===== config.mk =====
export PLATFORM = sky130hd
export DESIGN_NAME = two_wire_unit
export DESIGN_NICKNAME = d
export VERILOG_FILES = /design/src/rtl/two_wire_unit.v /design/src/rtl/two_wire_sync.v /design/src/rtl/two_wire_tick.v
export VERILOG_INCLUDE_DIRS = /design/src /design/src/rtl
export SDC_FILE = /design/constraint.sdc
export NUM_CORES = 1
export LEC_CHECK = 0
export ABC_CLOCK_PERIOD_IN_PS = 3100
export BUFFER_PORTS_ARGS = -buffer_cell sky130_fd_sc_hd__buf_2
export CORE_ASPECT_RATIO = 0.8
export CORE_MARGIN = 2
export CORE_UTILIZATION = 62
export CTS_CLUSTER_DIAMETER = 120
export DETAILED_ROUTE_END_ITERATION = 7
export PLACE_DENSITY = 0.88
export SLEW_MARGIN = 20
export SYNTH_ARGS = -nofsm -noshare
export SYNTH_HDL_FRONTEND = slang
export SYNTH_SLANG_ARGS = --single-unit

===== constraint.sdc =====
create_clock -name i_clk_sys -period 3.1 [get_ports i_clk_sys]
set_clock_uncertainty 0.1 [all_clocks]
set_input_delay 0.465 -clock i_clk_sys [delete_from_list [all_inputs] [get_ports i_clk_sys]]
set_output_delay 0.465 -clock i_clk_sys [all_outputs]
set_load 0.005 [all_outputs]

===== src/rtl/two_wire_consts.vh =====
// register offsets, field positions, reset values and status codes
// for the two-wire unit; included by every design file that needs them
`ifndef TWO_WIRE_CONSTS_VH
`define TWO_WIRE_CONSTS_VH

// register indices on the 3-bit register port
`define REG_CTRL 3'h0
`define REG_STATUS 3'h1
`define REG_DATA 3'h2
`define REG_OWN_ADDR 3'h3
`define REG_BITRATE 3'h4
`define REG_MODE 3'h5

// control register fields
`define CTRL_DONE 7
`define CTRL_ACK_EN 6
`define CTRL_START 5
`define CTRL_STOP 4
`define CTRL_WCOL 3
`define CTRL_ENABLE 2

// reset values and status read mask
`define STATUS_RESET 8'hf8
`define BITRATE_RESET 8'h20
`define OWN_ADDR_RESET 7'h00
`define STATUS_MASK 8'hf8

// operating modes
`define MODE_MT 2'h0
`define MODE_MR 2'h1
`define MODE_ST 2'h2
`define MODE_SR 2'h3

// status codes
`define ST_START 8'h08
`define ST_RESTART 8'h10
`define ST_MT_ADDR_ACK 8'h18
`define ST_MT_ADDR_NACK 8'h20
`define ST_DATA_SENT_ACKED_CODE 8'h28
`define ST_MT_DATA_NACK 8'h30
`define ST_ARB_LOST 8'h38
`define ST_MR_ADDR_ACK 8'h40
`define ST_MR_ADDR_NACK 8'h48
`define ST_MR_DATA_ACK 8'h50
`define ST_MR_DATA_NACK 8'h58
`define ST_SR_ADDR_ACK 8'h60
`define ST_SR_DATA_ACK 8'h80
`define ST_SR_DATA_NACK 8'h88
`define ST_SR_STOP 8'ha0
`define ST_ST_ADDR_ACK 8'ha8
`define ST_ST_DATA_ACK 8'hb8
`define ST_ST_DATA_NACK 8'hc0

`endif


===== src/rtl/two_wire_unit.v =====
// byte-oriented two-wire bus unit: master and slave, register port
// assumes open-drain lines resolved outside; scl/sda are asynchronous
`timescale 1ns/1ps
`include "two_wire_consts.vh"
module two_wire_unit (
  input wire i_clk_sys, // system clock, 40 MHz
  input wire i_nrst, // synchronous reset, active low
  input wire [2:0] i_addr, // register index
  input wire [7:0] i_wdata, // write data
  input wire i_wr, // write strobe
  input wire i_rd, // read strobe
  output reg [7:0] o_rdata, // read data, cycle after i_rd
  input wire i_scl, // clock line level
  output reg o_scl_out, // clock line drive level, always low
  output reg o_scl_oe, // pull clock line low
  input wire i_sda, // data line level
  output reg o_sda_out, // data line drive level, always low
  output reg o_sda_oe, // pull data line low
  output reg o_done // transfer-done flag
);
  localparam [5:0] S_IDLE = 6'b000001;
  localparam [5:0] S_START = 6'b000010;
  localparam [5:0] S_BIT = 6'b000100;
  localparam [5:0] S_STOP = 6'b001000;
  localparam [5:0] S_HOLD = 6'b010000;
  localparam [5:0] S_SLV = 6'b100000;

  reg [5:0] state;
  reg [1:0] phase;
  reg [3:0] bitcnt;
  reg [7:0] shreg;
  reg [7:0] data_reg;
  reg [7:0] code;
  reg [1:0] presc;
  reg [7:0] bitrate;
  reg [6:0] own_addr;
  reg ack_en, sta, sto, wcol, en;
  reg master, slave, tx, rd_dir, addr_phase, restart, busy;
  reg [1:0] mode;
  reg scl_d, sda_d;
  wire scl_s, sda_s, tick;

  // open-drain drive; the enable is the inverse of the wanted line level
  function drive_low;
    input t;
    input [3:0] n;
    input bit_val;
    input ack_val;
    begin
      if (t)
        drive_low = (n < 4'h8) & ~bit_val;
      else
        drive_low = (n == 4'h8) & ack_val;
    end
  endfunction

  function [7:0] step_code;
    input slv;
    input rd;
    input adr;
    input ack;
    begin
      if (!slv) begin
        if (adr)
          step_code = rd ? (ack ? `ST_MR_ADDR_ACK : `ST_MR_ADDR_NACK)
                         : (ack ? `ST_MT_ADDR_ACK : `ST_MT_ADDR_NACK);
        else
          step_code = rd ? (ack ? `ST_MR_DATA_ACK : `ST_MR_DATA_NACK)
                         : (ack ? `ST_DATA_SENT_ACKED_CODE : `ST_MT_DATA_NACK);
      end else begin
        if (adr)
          step_code = rd ? `ST_ST_ADDR_ACK : `ST_SR_ADDR_ACK;
        else
          step_code = rd ? (ack ? `ST_ST_DATA_ACK : `ST_ST_DATA_NACK)
                         : (ack ? `ST_SR_DATA_ACK : `ST_SR_DATA_NACK);
      end
    end
  endfunction

  two_wire_sync u_scl_sync (
    .i_clk_sys(i_clk_sys),
    .i_nrst(i_nrst),
    .i_async(i_scl),
    .o_sync(scl_s)
  );

  two_wire_sync u_sda_sync (
    .i_clk_sys(i_clk_sys),
    .i_nrst(i_nrst),
    .i_async(i_sda),
    .o_sync(sda_s)
  );

  wire [13:0] tick_limit = {6'h00, bitrate} << {presc, 1'b0};

  two_wire_tick u_tick (
    .i_clk_sys(i_clk_sys),
    .i_nrst(i_nrst),
    .i_run(en),
    .i_limit(tick_limit),
    .o_tick(tick)
  );

  wire scl_rise = scl_s & ~scl_d;
  wire scl_fall = ~scl_s & scl_d;
  wire bus_start = ~sda_s & sda_d & scl_s & scl_d;
  wire bus_stop = sda_s & ~sda_d & scl_s & scl_d;
  wire addr_match = (shreg[7:1] == own_addr);
  wire ack_drive = ack_en & (~slave | ~addr_phase | addr_match);
  wire wr_ctrl = i_wr & (i_addr == `REG_CTRL);
  wire wr_data = i_wr & (i_addr == `REG_DATA);
  wire next_sda_oe = drive_low(tx, bitcnt, shreg[7], ack_drive);

  always @(posedge i_clk_sys) begin
    if (!i_nrst) begin
      state <= S_IDLE;
      phase <= 2'h0;
      bitcnt <= 4'h0;
      shreg <= 8'h00;
      data_reg <= 8'hff;
      code <= `STATUS_RESET;
      presc <= 2'h0;
      bitrate <= `BITRATE_RESET;
      own_addr <= `OWN_ADDR_RESET;
      o_done <= 1'b0;
      ack_en <= 1'b0;
      sta <= 1'b0;
      sto <= 1'b0;
      wcol <= 1'b0;
      en <= 1'b0;
      master <= 1'b0;
      slave <= 1'b0;
      tx <= 1'b0;
      rd_dir <= 1'b0;
      addr_phase <= 1'b0;
      restart <= 1'b0;
      busy <= 1'b0;
      mode <= `MODE_MT;
      scl_d <= 1'b1;
      sda_d <= 1'b1;
      o_scl_oe <= 1'b0;
      o_sda_oe <= 1'b0;
      o_scl_out <= 1'b0;
      o_sda_out <= 1'b0;
      o_rdata <= 8'h00;
    end else begin
      scl_d <= scl_s;
      sda_d <= sda_s;
      o_scl_out <= 1'b0;
      o_sda_out <= 1'b0;
      // register reads, data valid only in the following cycle
      o_rdata <= 8'h00;
      if (i_rd) begin
        case (i_addr)
          `REG_CTRL: o_rdata <= {o_done, ack_en, sta, sto, wcol, en, 2'h0};
          `REG_STATUS: o_rdata <= {code[7:3], 1'b0, presc};
          `REG_DATA: o_rdata <= data_reg;
          `REG_OWN_ADDR: o_rdata <= {own_addr, 1'b0};
          `REG_BITRATE: o_rdata <= bitrate;
          `REG_MODE: o_rdata <= {5'h00, master | slave, mode};
          default: o_rdata <= 8'h00;
        endcase
      end
      if (wr_ctrl) begin
        if (i_wdata[`CTRL_DONE])
          o_done <= 1'b0;
        ack_en <= i_wdata[`CTRL_ACK_EN];
        sta <= i_wdata[`CTRL_START];
        sto <= i_wdata[`CTRL_STOP];
        en <= i_wdata[`CTRL_ENABLE];
      end
      if (i_wr & (i_addr == `REG_STATUS))
        presc <= i_wdata[1:0];
      if (i_wr & (i_addr == `REG_OWN_ADDR))
        own_addr <= i_wdata[7:1];
      if (i_wr & (i_addr == `REG_BITRATE))
        bitrate <= i_wdata;
      if (wr_data) begin
        if (o_done) begin
          data_reg <= i_wdata;
          wcol <= 1'b0;
        end else begin
          wcol <= 1'b1;
        end
      end
      if (bus_start)
        busy <= 1'b1;
      if (bus_stop)
        busy <= 1'b0;
      // hardware sets below come last so a set beats a clear
      if (!en) begin
        state <= S_IDLE;
        o_scl_oe <= 1'b0;
        o_sda_oe <= 1'b0;
        master <= 1'b0;
        slave <= 1'b0;
      end else begin
        case (state)
          S_IDLE: begin
            o_scl_oe <= 1'b0;
            o_sda_oe <= 1'b0;
            if (sta & ~busy) begin
              state <= S_START;
              phase <= 2'h0;
              restart <= 1'b0;
            end else if (bus_start & ack_en) begin
              state <= S_SLV;
              slave <= 1'b1;
              addr_phase <= 1'b1;
              bitcnt <= 4'h0;
              tx <= 1'b0;
            end
          end
          S_START: if (tick) begin
            case (phase)
              2'h0: o_sda_oe <= 1'b0;
              2'h1: o_scl_oe <= 1'b0;
              2'h2: o_sda_oe <= 1'b1;
              default: begin
                o_scl_oe <= 1'b1;
                o_done <= 1'b1;
                code <= restart ? `ST_RESTART : `ST_START;
                master <= 1'b1;
                slave <= 1'b0;
                addr_phase <= 1'b1;
                state <= S_HOLD;
              end
            endcase
            if (phase != 2'h1 | scl_s)
              phase <= phase + 2'h1;
          end
          S_HOLD: begin
            if (slave & scl_fall) begin
              o_scl_oe <= 1'b1;
              o_sda_oe <= 1'b0;
            end
            if (!o_done) begin
              bitcnt <= 4'h0;
              phase <= 2'h0;
              if (master) begin
                if (sto) begin
                  state <= S_STOP;
                end else if (sta) begin
                  state <= S_START;
                  restart <= 1'b1;
                end else begin
                  state <= S_BIT;
                  shreg <= data_reg;
                  tx <= addr_phase | ~rd_dir;
                  if (addr_phase)
                    rd_dir <= data_reg[0];
                end
              end else if (slave) begin
                state <= S_SLV;
                shreg <= data_reg;
                o_scl_oe <= 1'b0;
                if (!scl_s)
                  o_sda_oe <= tx & ~data_reg[7];
              end else begin
                state <= sta ? S_START : S_IDLE;
                restart <= 1'b0;
              end
            end
          end
          S_BIT: if (tick) begin
            case (phase)
              2'h0: o_sda_oe <= next_sda_oe;
              2'h1: o_scl_oe <= 1'b0;
              2'h2: begin
                if (bitcnt < 4'h8)
                  shreg <= {shreg[6:0], sda_s};
                if (tx & (bitcnt < 4'h8) & ~o_sda_oe & ~sda_s) begin
                  o_sda_oe <= 1'b0;
                  o_scl_oe <= 1'b0;
                  master <= 1'b0;
                  o_done <= 1'b1;
                  code <= `ST_ARB_LOST;
                  state <= S_HOLD;
                end else if (bitcnt == 4'h8) begin
                  code <= step_code(1'b0, rd_dir, addr_phase, ~sda_s);
                end
              end
              default: begin
                o_scl_oe <= 1'b1;
                if (bitcnt == 4'h8) begin
                  o_sda_oe <= 1'b0;
                  o_done <= 1'b1;
                  if (addr_phase)
                    mode <= rd_dir ? `MODE_MR : `MODE_MT;
                  else if (!tx)
                    data_reg <= shreg;
                  addr_phase <= 1'b0;
                  state <= S_HOLD;
                end else begin
                  bitcnt <= bitcnt + 4'h1;
                end
              end
            endcase
            if ((phase != 2'h1 | scl_s) & state == S_BIT)
              phase <= phase + 2'h1;
          end
          S_SLV: begin
            if (bus_stop) begin
              o_sda_oe <= 1'b0;
              slave <= 1'b0;
              state <= S_IDLE;
              if (!addr_phase) begin
                o_done <= 1'b1;
                code <= `ST_SR_STOP;
              end
            end else if (bus_start) begin
              o_sda_oe <= 1'b0;
              addr_phase <= 1'b1;
              bitcnt <= 4'h0;
              tx <= 1'b0;
            end else if (scl_fall) begin
              o_sda_oe <= next_sda_oe;
            end else if (scl_rise) begin
              if (bitcnt < 4'h8) begin
                shreg <= {shreg[6:0], sda_s};
                bitcnt <= bitcnt + 4'h1;
              end else if (addr_phase & ~(addr_match & ack_en)) begin
                slave <= 1'b0;
                state <= S_IDLE;
              end else begin
                o_done <= 1'b1;
                state <= S_HOLD;
                addr_phase <= 1'b0;
                if (addr_phase) begin
                  tx <= shreg[0];
                  mode <= shreg[0] ? `MODE_ST : `MODE_SR;
                  code <= step_code(1'b1, shreg[0], 1'b1, 1'b1);
                end else begin
                  code <= step_code(1'b1, tx, 1'b0, ~sda_s);
                  if (!tx)
                    data_reg <= shreg;
                  if (tx & sda_s)
                    slave <= 1'b0;
                end
              end
            end
          end
          S_STOP: if (tick) begin
            case (phase)
              2'h0: o_sda_oe <= 1'b1;
              2'h1: o_scl_oe <= 1'b0;
              2'h2: o_sda_oe <= 1'b0;
              default: begin
                sto <= 1'b0;
                master <= 1'b0;
                restart <= 1'b0;
                state <= sta ? S_START : S_IDLE;
              end
            endcase
            if (phase != 2'h1 | scl_s)
              phase <= phase + 2'h1;
          end
          default: state <= S_IDLE;
        endcase
      end
    end
  end
endmodule // two_wire_unit


===== src/rtl/two_wire_sync.v =====
// two-flip-flop synchroniser for one bus line
// assumes the input is asynchronous to i_clk_sys
`timescale 1ns/1ps
module two_wire_sync (
  input wire i_clk_sys, // system clock
  input wire i_nrst, // synchronous reset, active low
  input wire i_async, // raw line level
  output reg o_sync // synchronised level
);
  reg meta;

  always @(posedge i_clk_sys) begin
    if (!i_nrst) begin
      meta <= 1'b1;
      o_sync <= 1'b1;
    end else begin
      meta <= i_async;
      o_sync <= meta;
    end
  end
endmodule // two_wire_sync


===== src/rtl/two_wire_tick.v =====
// quarter-bit tick generator for the master bit engine
// assumes i_limit is steady while a transfer runs
`timescale 1ns/1ps
module two_wire_tick (
  input wire i_clk_sys, // system clock
  input wire i_nrst, // synchronous reset, active low
  input wire i_run, // count while high
  input wire [13:0] i_limit, // cycles between ticks minus one
  output reg o_tick // one-cycle pulse
);
  reg [13:0] count;

  always @(posedge i_clk_sys) begin
    if (!i_nrst) begin
      count <= 14'h0000;
      o_tick <= 1'b0;
    end else if (!i_run) begin
      count <= 14'h0000;
      o_tick <= 1'b0;
    end else if (count >= i_limit) begin
      count <= 14'h0000;
      o_tick <= 1'b1;
    end else begin
      count <= count + 14'h0001;
      o_tick <= 1'b0;
    end
  end
endmodule // two_wire_tick


After elaboration in Yosys (flattened, before gate mapping)
Cells that the tools add are included.
Word-level totals
  flip-flop bits (word level): 99
  input port bits: 17
  output and inout port bits: 13
  word-level logic and storage cells: 414
Operators by class
  add/subtract/negate cells: 3
  magnitude comparators: 2
  equality and inequality tests: 76
  shift-type cells: 1
  mux-type cells: 213
  bitwise operators: 49
  reductions and logical operators: 36
Operators with widths (count)
  8-bit two-way mux: 41
  6-bit two-way mux: 18
  1-bit two-way mux: 89
  3-bit != test (second input constant): 22
  4-bit two-way mux: 15
  2-bit != test (second input constant): 26
  8-bit one-hot mux with 3 select lines: 2
  8-bit one-hot mux with 6 select lines: 1
  14-bit AND reduction: 3
  2-bit two-way mux: 18
  6-bit one-hot mux with 6 select lines: 1
  7-bit two-way mux: 5
  1-bit bitwise AND: 27
  13-bit AND reduction: 2
  12-bit AND reduction: 2
  8-bit AND reduction: 3
  1-bit one-hot mux with 3 select lines: 7
  3-bit nonzero test: 6
  1-bit NOT: 17
  2-bit by 1-bit != test with 1-bit output (second input constant): 8
  4-bit one-hot mux with 4 select lines: 1
  8-bit one-hot mux with 2 select lines: 1
  5-bit two-way mux: 3
  14-bit by 1-bit adder with 14-bit output (second input constant): 1
  43 further kinds: 61

Depth between registers and ports, before layout
  depth in word-level cells: 13
  gate-level depth with buffers: 13
  gate-level depth less buffers: 10

Hierarchy
From an unflattened synthesis, not the netlist that was laid out.
Unflattened totals
  cells, all modules: 754
  area total of the unflattened synthesis: 6321.1 um^2
By module, submodules not included
  two_wire_unit: times used 1, cells an instance 631, area an instance 5129.9 um^2, seq. area each 1541.5 um^2
  two_wire_tick: times used 1, cells an instance 115, area an instance 1086.0 um^2, seq. area each 300.3 um^2
  two_wire_sync: times used 2, cells an instance 4, area an instance 52.6 um^2, seq. area each 40.0 um^2

Worst setup path before layout
Ideal clock, no wire load.
  path type: reg2reg
  start: register presc[1]
  end: register u_tick.count[10]
  library setup time: 0.065 ns
  arrival time: 2.329 ns
  required time: 2.935 ns
  path slack: 0.606 ns
  cell stages (with the launch flop): 13
  path buffers: 3
  clock period less this slack: 2.494 ns
  path through: dfxtp_1 > clkbuf_1 > clkbuf_1 > mux2i_1 > nor2_1 > a21oi_1 > ha_1 > nand4_1 > nor4_1 > a211oi_1 > nand4_1 > clkbuf_1 > nor2_1
Between the ends
  longest elaborated chain between the ends: 3
Ends and longest elaborated chain
  start: declaration: RTL line two_wire_unit.v:34  | reg [1:0] presc;
  start signal: assignment: RTL line two_wire_unit.v:173  | presc <= i_wdata[1:0];
  8-bit by 3-bit left shift with 14-bit output: RTL line two_wire_unit.v:94  | wire [13:0] tick_limit = {6'h00, bitrate} << {presc, 1'b0};
  14-bit >= comparator: RTL line two_wire_tick.v:20  | end else if (count >= i_limit) begin
  3-bit OR reduction (no line)
  end signal: assignment: RTL line two_wire_tick.v:24  | count <= count + 14'h0001;
  end: declaration: RTL line two_wire_tick.v:11  | reg [13:0] count;
No other way between the ends.
A chain may end at the register's enable or synchronous reset.

Final worst setup path
  start: register state[2]
  end: register data_reg[2]
Between the ends
  longest elaborated chain between the ends: 3
  elaborated cells between the ends (all ways): 4
  classes of those cells: 2 x eq/ne; 2 x mux
Ends and longest elaborated chain
  start: declaration: RTL line two_wire_unit.v:28  | reg [5:0] state;
  start signal: assignment: RTL line two_wire_unit.v:260  | state <= sta ? S_START : S_IDLE;
  start signal: assignment: RTL line two_wire_unit.v:352  | state <= sta ? S_START : S_IDLE;
  6-bit == test / 6-bit by 3-bit == test with 1-bit output (equally long branches): RTL line two_wire_unit.v:198  | case (state)
  8-bit one-hot mux with 2 select lines *: RTL line two_wire_unit.v:198
  8-bit two-way mux *: RTL line two_wire_unit.v:191  | if (!en) begin
  end signal: assignment: RTL line two_wire_unit.v:180  | data_reg <= i_wdata;
  end signal: assignment: RTL line two_wire_unit.v:291  | data_reg <= shreg;
  end signal: assignment: RTL line two_wire_unit.v:336  | data_reg <= shreg;
  end: declaration: RTL line two_wire_unit.v:32  | reg [7:0] data_reg;
Mark *: on every way between the ends. The rest lies on a longest branch, timed or not.

==> results.py <==
metrics = {
    "status": {
        "outcome": "completed",
    },
    "final_layout": {
        "regMostFlops": "u_tick.count",
        "layout.nets": 801,
        "largest_register_ff_count": 14,
        "mostFrequentLayoutCells": "dfxtp_1, nand2_1, nor2_1",
        "n_antenna_cell": 0,
        "final_layout_size_suffix_gt1_frac": 0.128,
        "layout_commonest_cell": "dfxtp_1",
        "final_area_mm2": 0.00658,
        "fin_util": 0.687,
        "synthToLayoutAreaGrowth_pct": 8.44,
        "stdcell_count": 882,
    },
    "global_route": {
        "grt_pass1_vias": 5427,
        "antenna_found_initial": 1,
        "overflow": 0,
        "grt_max_degree": 35,
        "grt_usage": 0.342,
        "grt_pass1_wl_mm": 28.7,
    },
    "clocking": {
        "cts_buffers": 9,
        "cts_tree": "built",
        "cts.path.max_buffers": 2,
        "cts.htree.levels": 3,
        "root_buffer": "clkbuf_16",
        "clk_pin_slew_ns": 0.07,
        "cts_sinks": 96,
        "clock_latency_ns": 0.34,
    },
    "power": {
        "seqPwrFrac": 0.488,
        "pwr-share-comb": 0.056,
        "power_density_mw_per_mm2": 394,
        "internal_power_mw": 1.96,
        "switching_share": 0.242,
        "p_sw_mw": 0.627,
        "p_clk_frac": 0.456,
        "power_leakage_nw": 2.60,
        "max-vdd-ir-drop_uv": 420,
    },
    "worst_setup_path": {
        "worstSetupEndpointType": "flip-flop",
        "crit_required_ns": 3.23,
        "start_kind": "flip-flop",
        "cp-startpoint": "state[2]$_SDFFE_PN0P_",
        "arrival_ns": 2.87,
        "timing.rr.end": "data_reg[2]$_SDFF_PN1_",
        "reg2reg_from": "state[2]$_SDFFE_PN0P_",
        "reg2reg_depth": 6,
        "worstSetupPathType": "reg2reg",
        "crit_path_end": "data_reg[2]$_SDFF_PN1_",
        "r2r_setup_slack_ns": 0.36,
        "crit_path_max_fanout": 12,
    },
    "timing": {
        "final-max-slew-violation-count": 0,
        "fin_setup_tns_ns": 0,
        "tightest_slew_ns": 0.733,
        "max_slew_margin": 0.511,
        "final.period_utilization": 0.885,
        "fmax_mhz": 364,
        "finalHoldViolations": 0,
        "layout_min_cycle_time_ns": 2.74,
        "hold_ws_ns": 0.204,
        "rsz0062_at_grt": "false",
        "setup_violations": 0,
    },
    "place": {
        "dp_hpwl_mm": 13.0,
        "placed_cells": 865,
        "gp_congestion": 0.957,
        "io_buffers": 27,
        "dpl_cell_area_mm2": 0.00625,
    },
    "synth": {
        "ys_ff_latch": 96,
        "synth.distinct_cells": 82,
        "synth_warnings": 0,
        "synth_edf_count": 0,
        "synth-main-ff-cell": "dfxtp_1",
        "synth_area_mm2": 0.00606,
        "syn_inst": 749,
        "async_flop_share": 0,
        "yosysSeqAreaShare": 0.317,
        "synth.avg_cell_area_um2": 8.10,
    },
    "detailed_routing": {
        "wire_per_inst_um": 20.0,
        "route.antenna.remaining_nets": 0,
        "via_per_inst": 6.61,
        "drtPass1Iterations": 6,
        "wl_mm": 17.6,
        "drc_errors": 0,
        "drt_iter0_markers": 682,
        "vias": 5831,
    },
    "flow_run": {
        "cap_viol_max_count": 0,
    },
    "floorplanning": {
        "dieHeight_um": 92.5,
        "io_pins": 30,
        "die-width_um": 115,
        "coreArea_mm2": 0.00957,
        "initial_utilization": 0.634,
        "rows": 32,
        "dieArea_mm2": 0.0106,
    },
    "hold_path": {
        "min_path_type": "in2reg",
    },
}
worst max-delay path, stage by stage (launching register included):
cell	delay (ns)
dfxtp_1	0.67
or4_4	0.26
or2_0	0.58
nor2_1	0.17
o21ai_2	0.50
mux2i_1	0.28
nand2_1	0.07
routing by layer:
layer,share of wire,GRT usage,vias up
met5,0.00057,0,-
met4,0.017,0.0793,2
met3,0.11,0.0877,40
met2,0.44,0.512,354
met1,0.43,0.493,2727
li1,-,-,2708
power groups by stage:
stage               logic (mW)  registers, mW  clock network [mW]
CTS                      0.142           1.26                1.18
global route             0.159           1.26                1.23
floorplan                0.102           1.28                   0
detailed placement       0.141           1.29                   0
global placement         0.138           1.29                   0
finish                   0.146           1.26                1.18
Yosys cell counts, drive strengths merged (4+ instances only):
master / number / area share
a211o: 4 / 0.0058
a211oi: 9 / 0.011
a21boi: 5 / 0.0062
a21oi: 43 / 0.035
a22oi: 5 / 0.0085
a311oi: 11 / 0.016
a31oi: 9 / 0.0093
and2: 8 / 0.0085
and3: 12 / 0.012
buf: 18 / 0.018
clkbuf: 28 / 0.018
dfxtp: 96 / 0.32
ha: 26 / 0.054
inv: 22 / 0.014
mux2: 12 / 0.022
mux2i: 35 / 0.058
nand2: 92 / 0.058
nand2b: 11 / 0.011
nand3: 33 / 0.027
nand3b: 5 / 0.0062
nand4: 9 / 0.0093
nor2: 80 / 0.050
nor2b: 13 / 0.013
nor3: 12 / 0.012
nor4: 5 / 0.0087
nor4b: 4 / 0.010
o211ai: 5 / 0.0062
o21ai: 44 / 0.037
o221ai: 4 / 0.0058
o31ai: 6 / 0.0097
or2: 4 / 0.0041
xnor2: 13 / 0.019
xor2: 12 / 0.019
cell type report:
class,instances,area [µm²]
Clock inverter,6,75.1
Timing Repair Buffer,43,255
Clock buffer,10,239
Multi-Input combinational cell,585,3850
Inverter,23,86.3
Tap cell,119,149
Fill cell,790,2990
Sequential cell,96,1920
kinds of logic (layout without fill, tap and decap cells):
group | Yosys count | count (layout) | synth area share
adders and majority gates | 26 | 26 | 0.0536
and+or+nand+nor | 309 | 309 | 0.264
buffers and inverters | 69 | 82 | 0.0493
xor gates and xnor gates | 25 | 25 | 0.0373
other | 1 | 2 | 0.000618
AOI/OAI and AO/OA | 175 | 175 | 0.194
DFF | 96 | 96 | 0.317
muxes | 48 | 48 | 0.0838
worst min path at each step:
stage | startpoint | endpoint | slack (ns) | cells after the start
after floorplan | u_scl_sync.meta$_SDFF_PN1_ | u_scl_sync.o_sync$_SDFF_PN1_ | 0.29 | 1
after global placement | u_scl_sync.meta$_SDFF_PN1_ | u_scl_sync.o_sync$_SDFF_PN1_ | 0.29 | 1
after detailed placement | u_scl_sync.meta$_SDFF_PN1_ | u_scl_sync.o_sync$_SDFF_PN1_ | 0.30 | 1
after CTS | i_sda | u_sda_sync.meta$_SDFF_PN1_ | 0.20 | 2
after global routing | i_scl | u_scl_sync.meta$_SDFF_PN1_ | 0.20 | 2
final | i_sda | u_sda_sync.meta$_SDFF_PN1_ | 0.20 | 2
stage by stage:
| step | total power [mW] | setup WS, ns |
|---|---|---|
| final | 2.59 | 0.355 |
| after global routing | 2.66 | 0.270 |
| after CTS | 2.59 | 0.180 |
| after detailed placement | 1.43 | 0.216 |
| after global placement | 1.43 | 0.359 |
| after floorplan | 1.38 | 0.606 |
what timing repair did:
item                                    in CTS  in global routing
resized for setup                            0                  1
hold buffers                                 0                  0
endpoints found under the setup margin       0                 17
buffers inserted                             0                  1
Power figures use the tool's default switching activity.
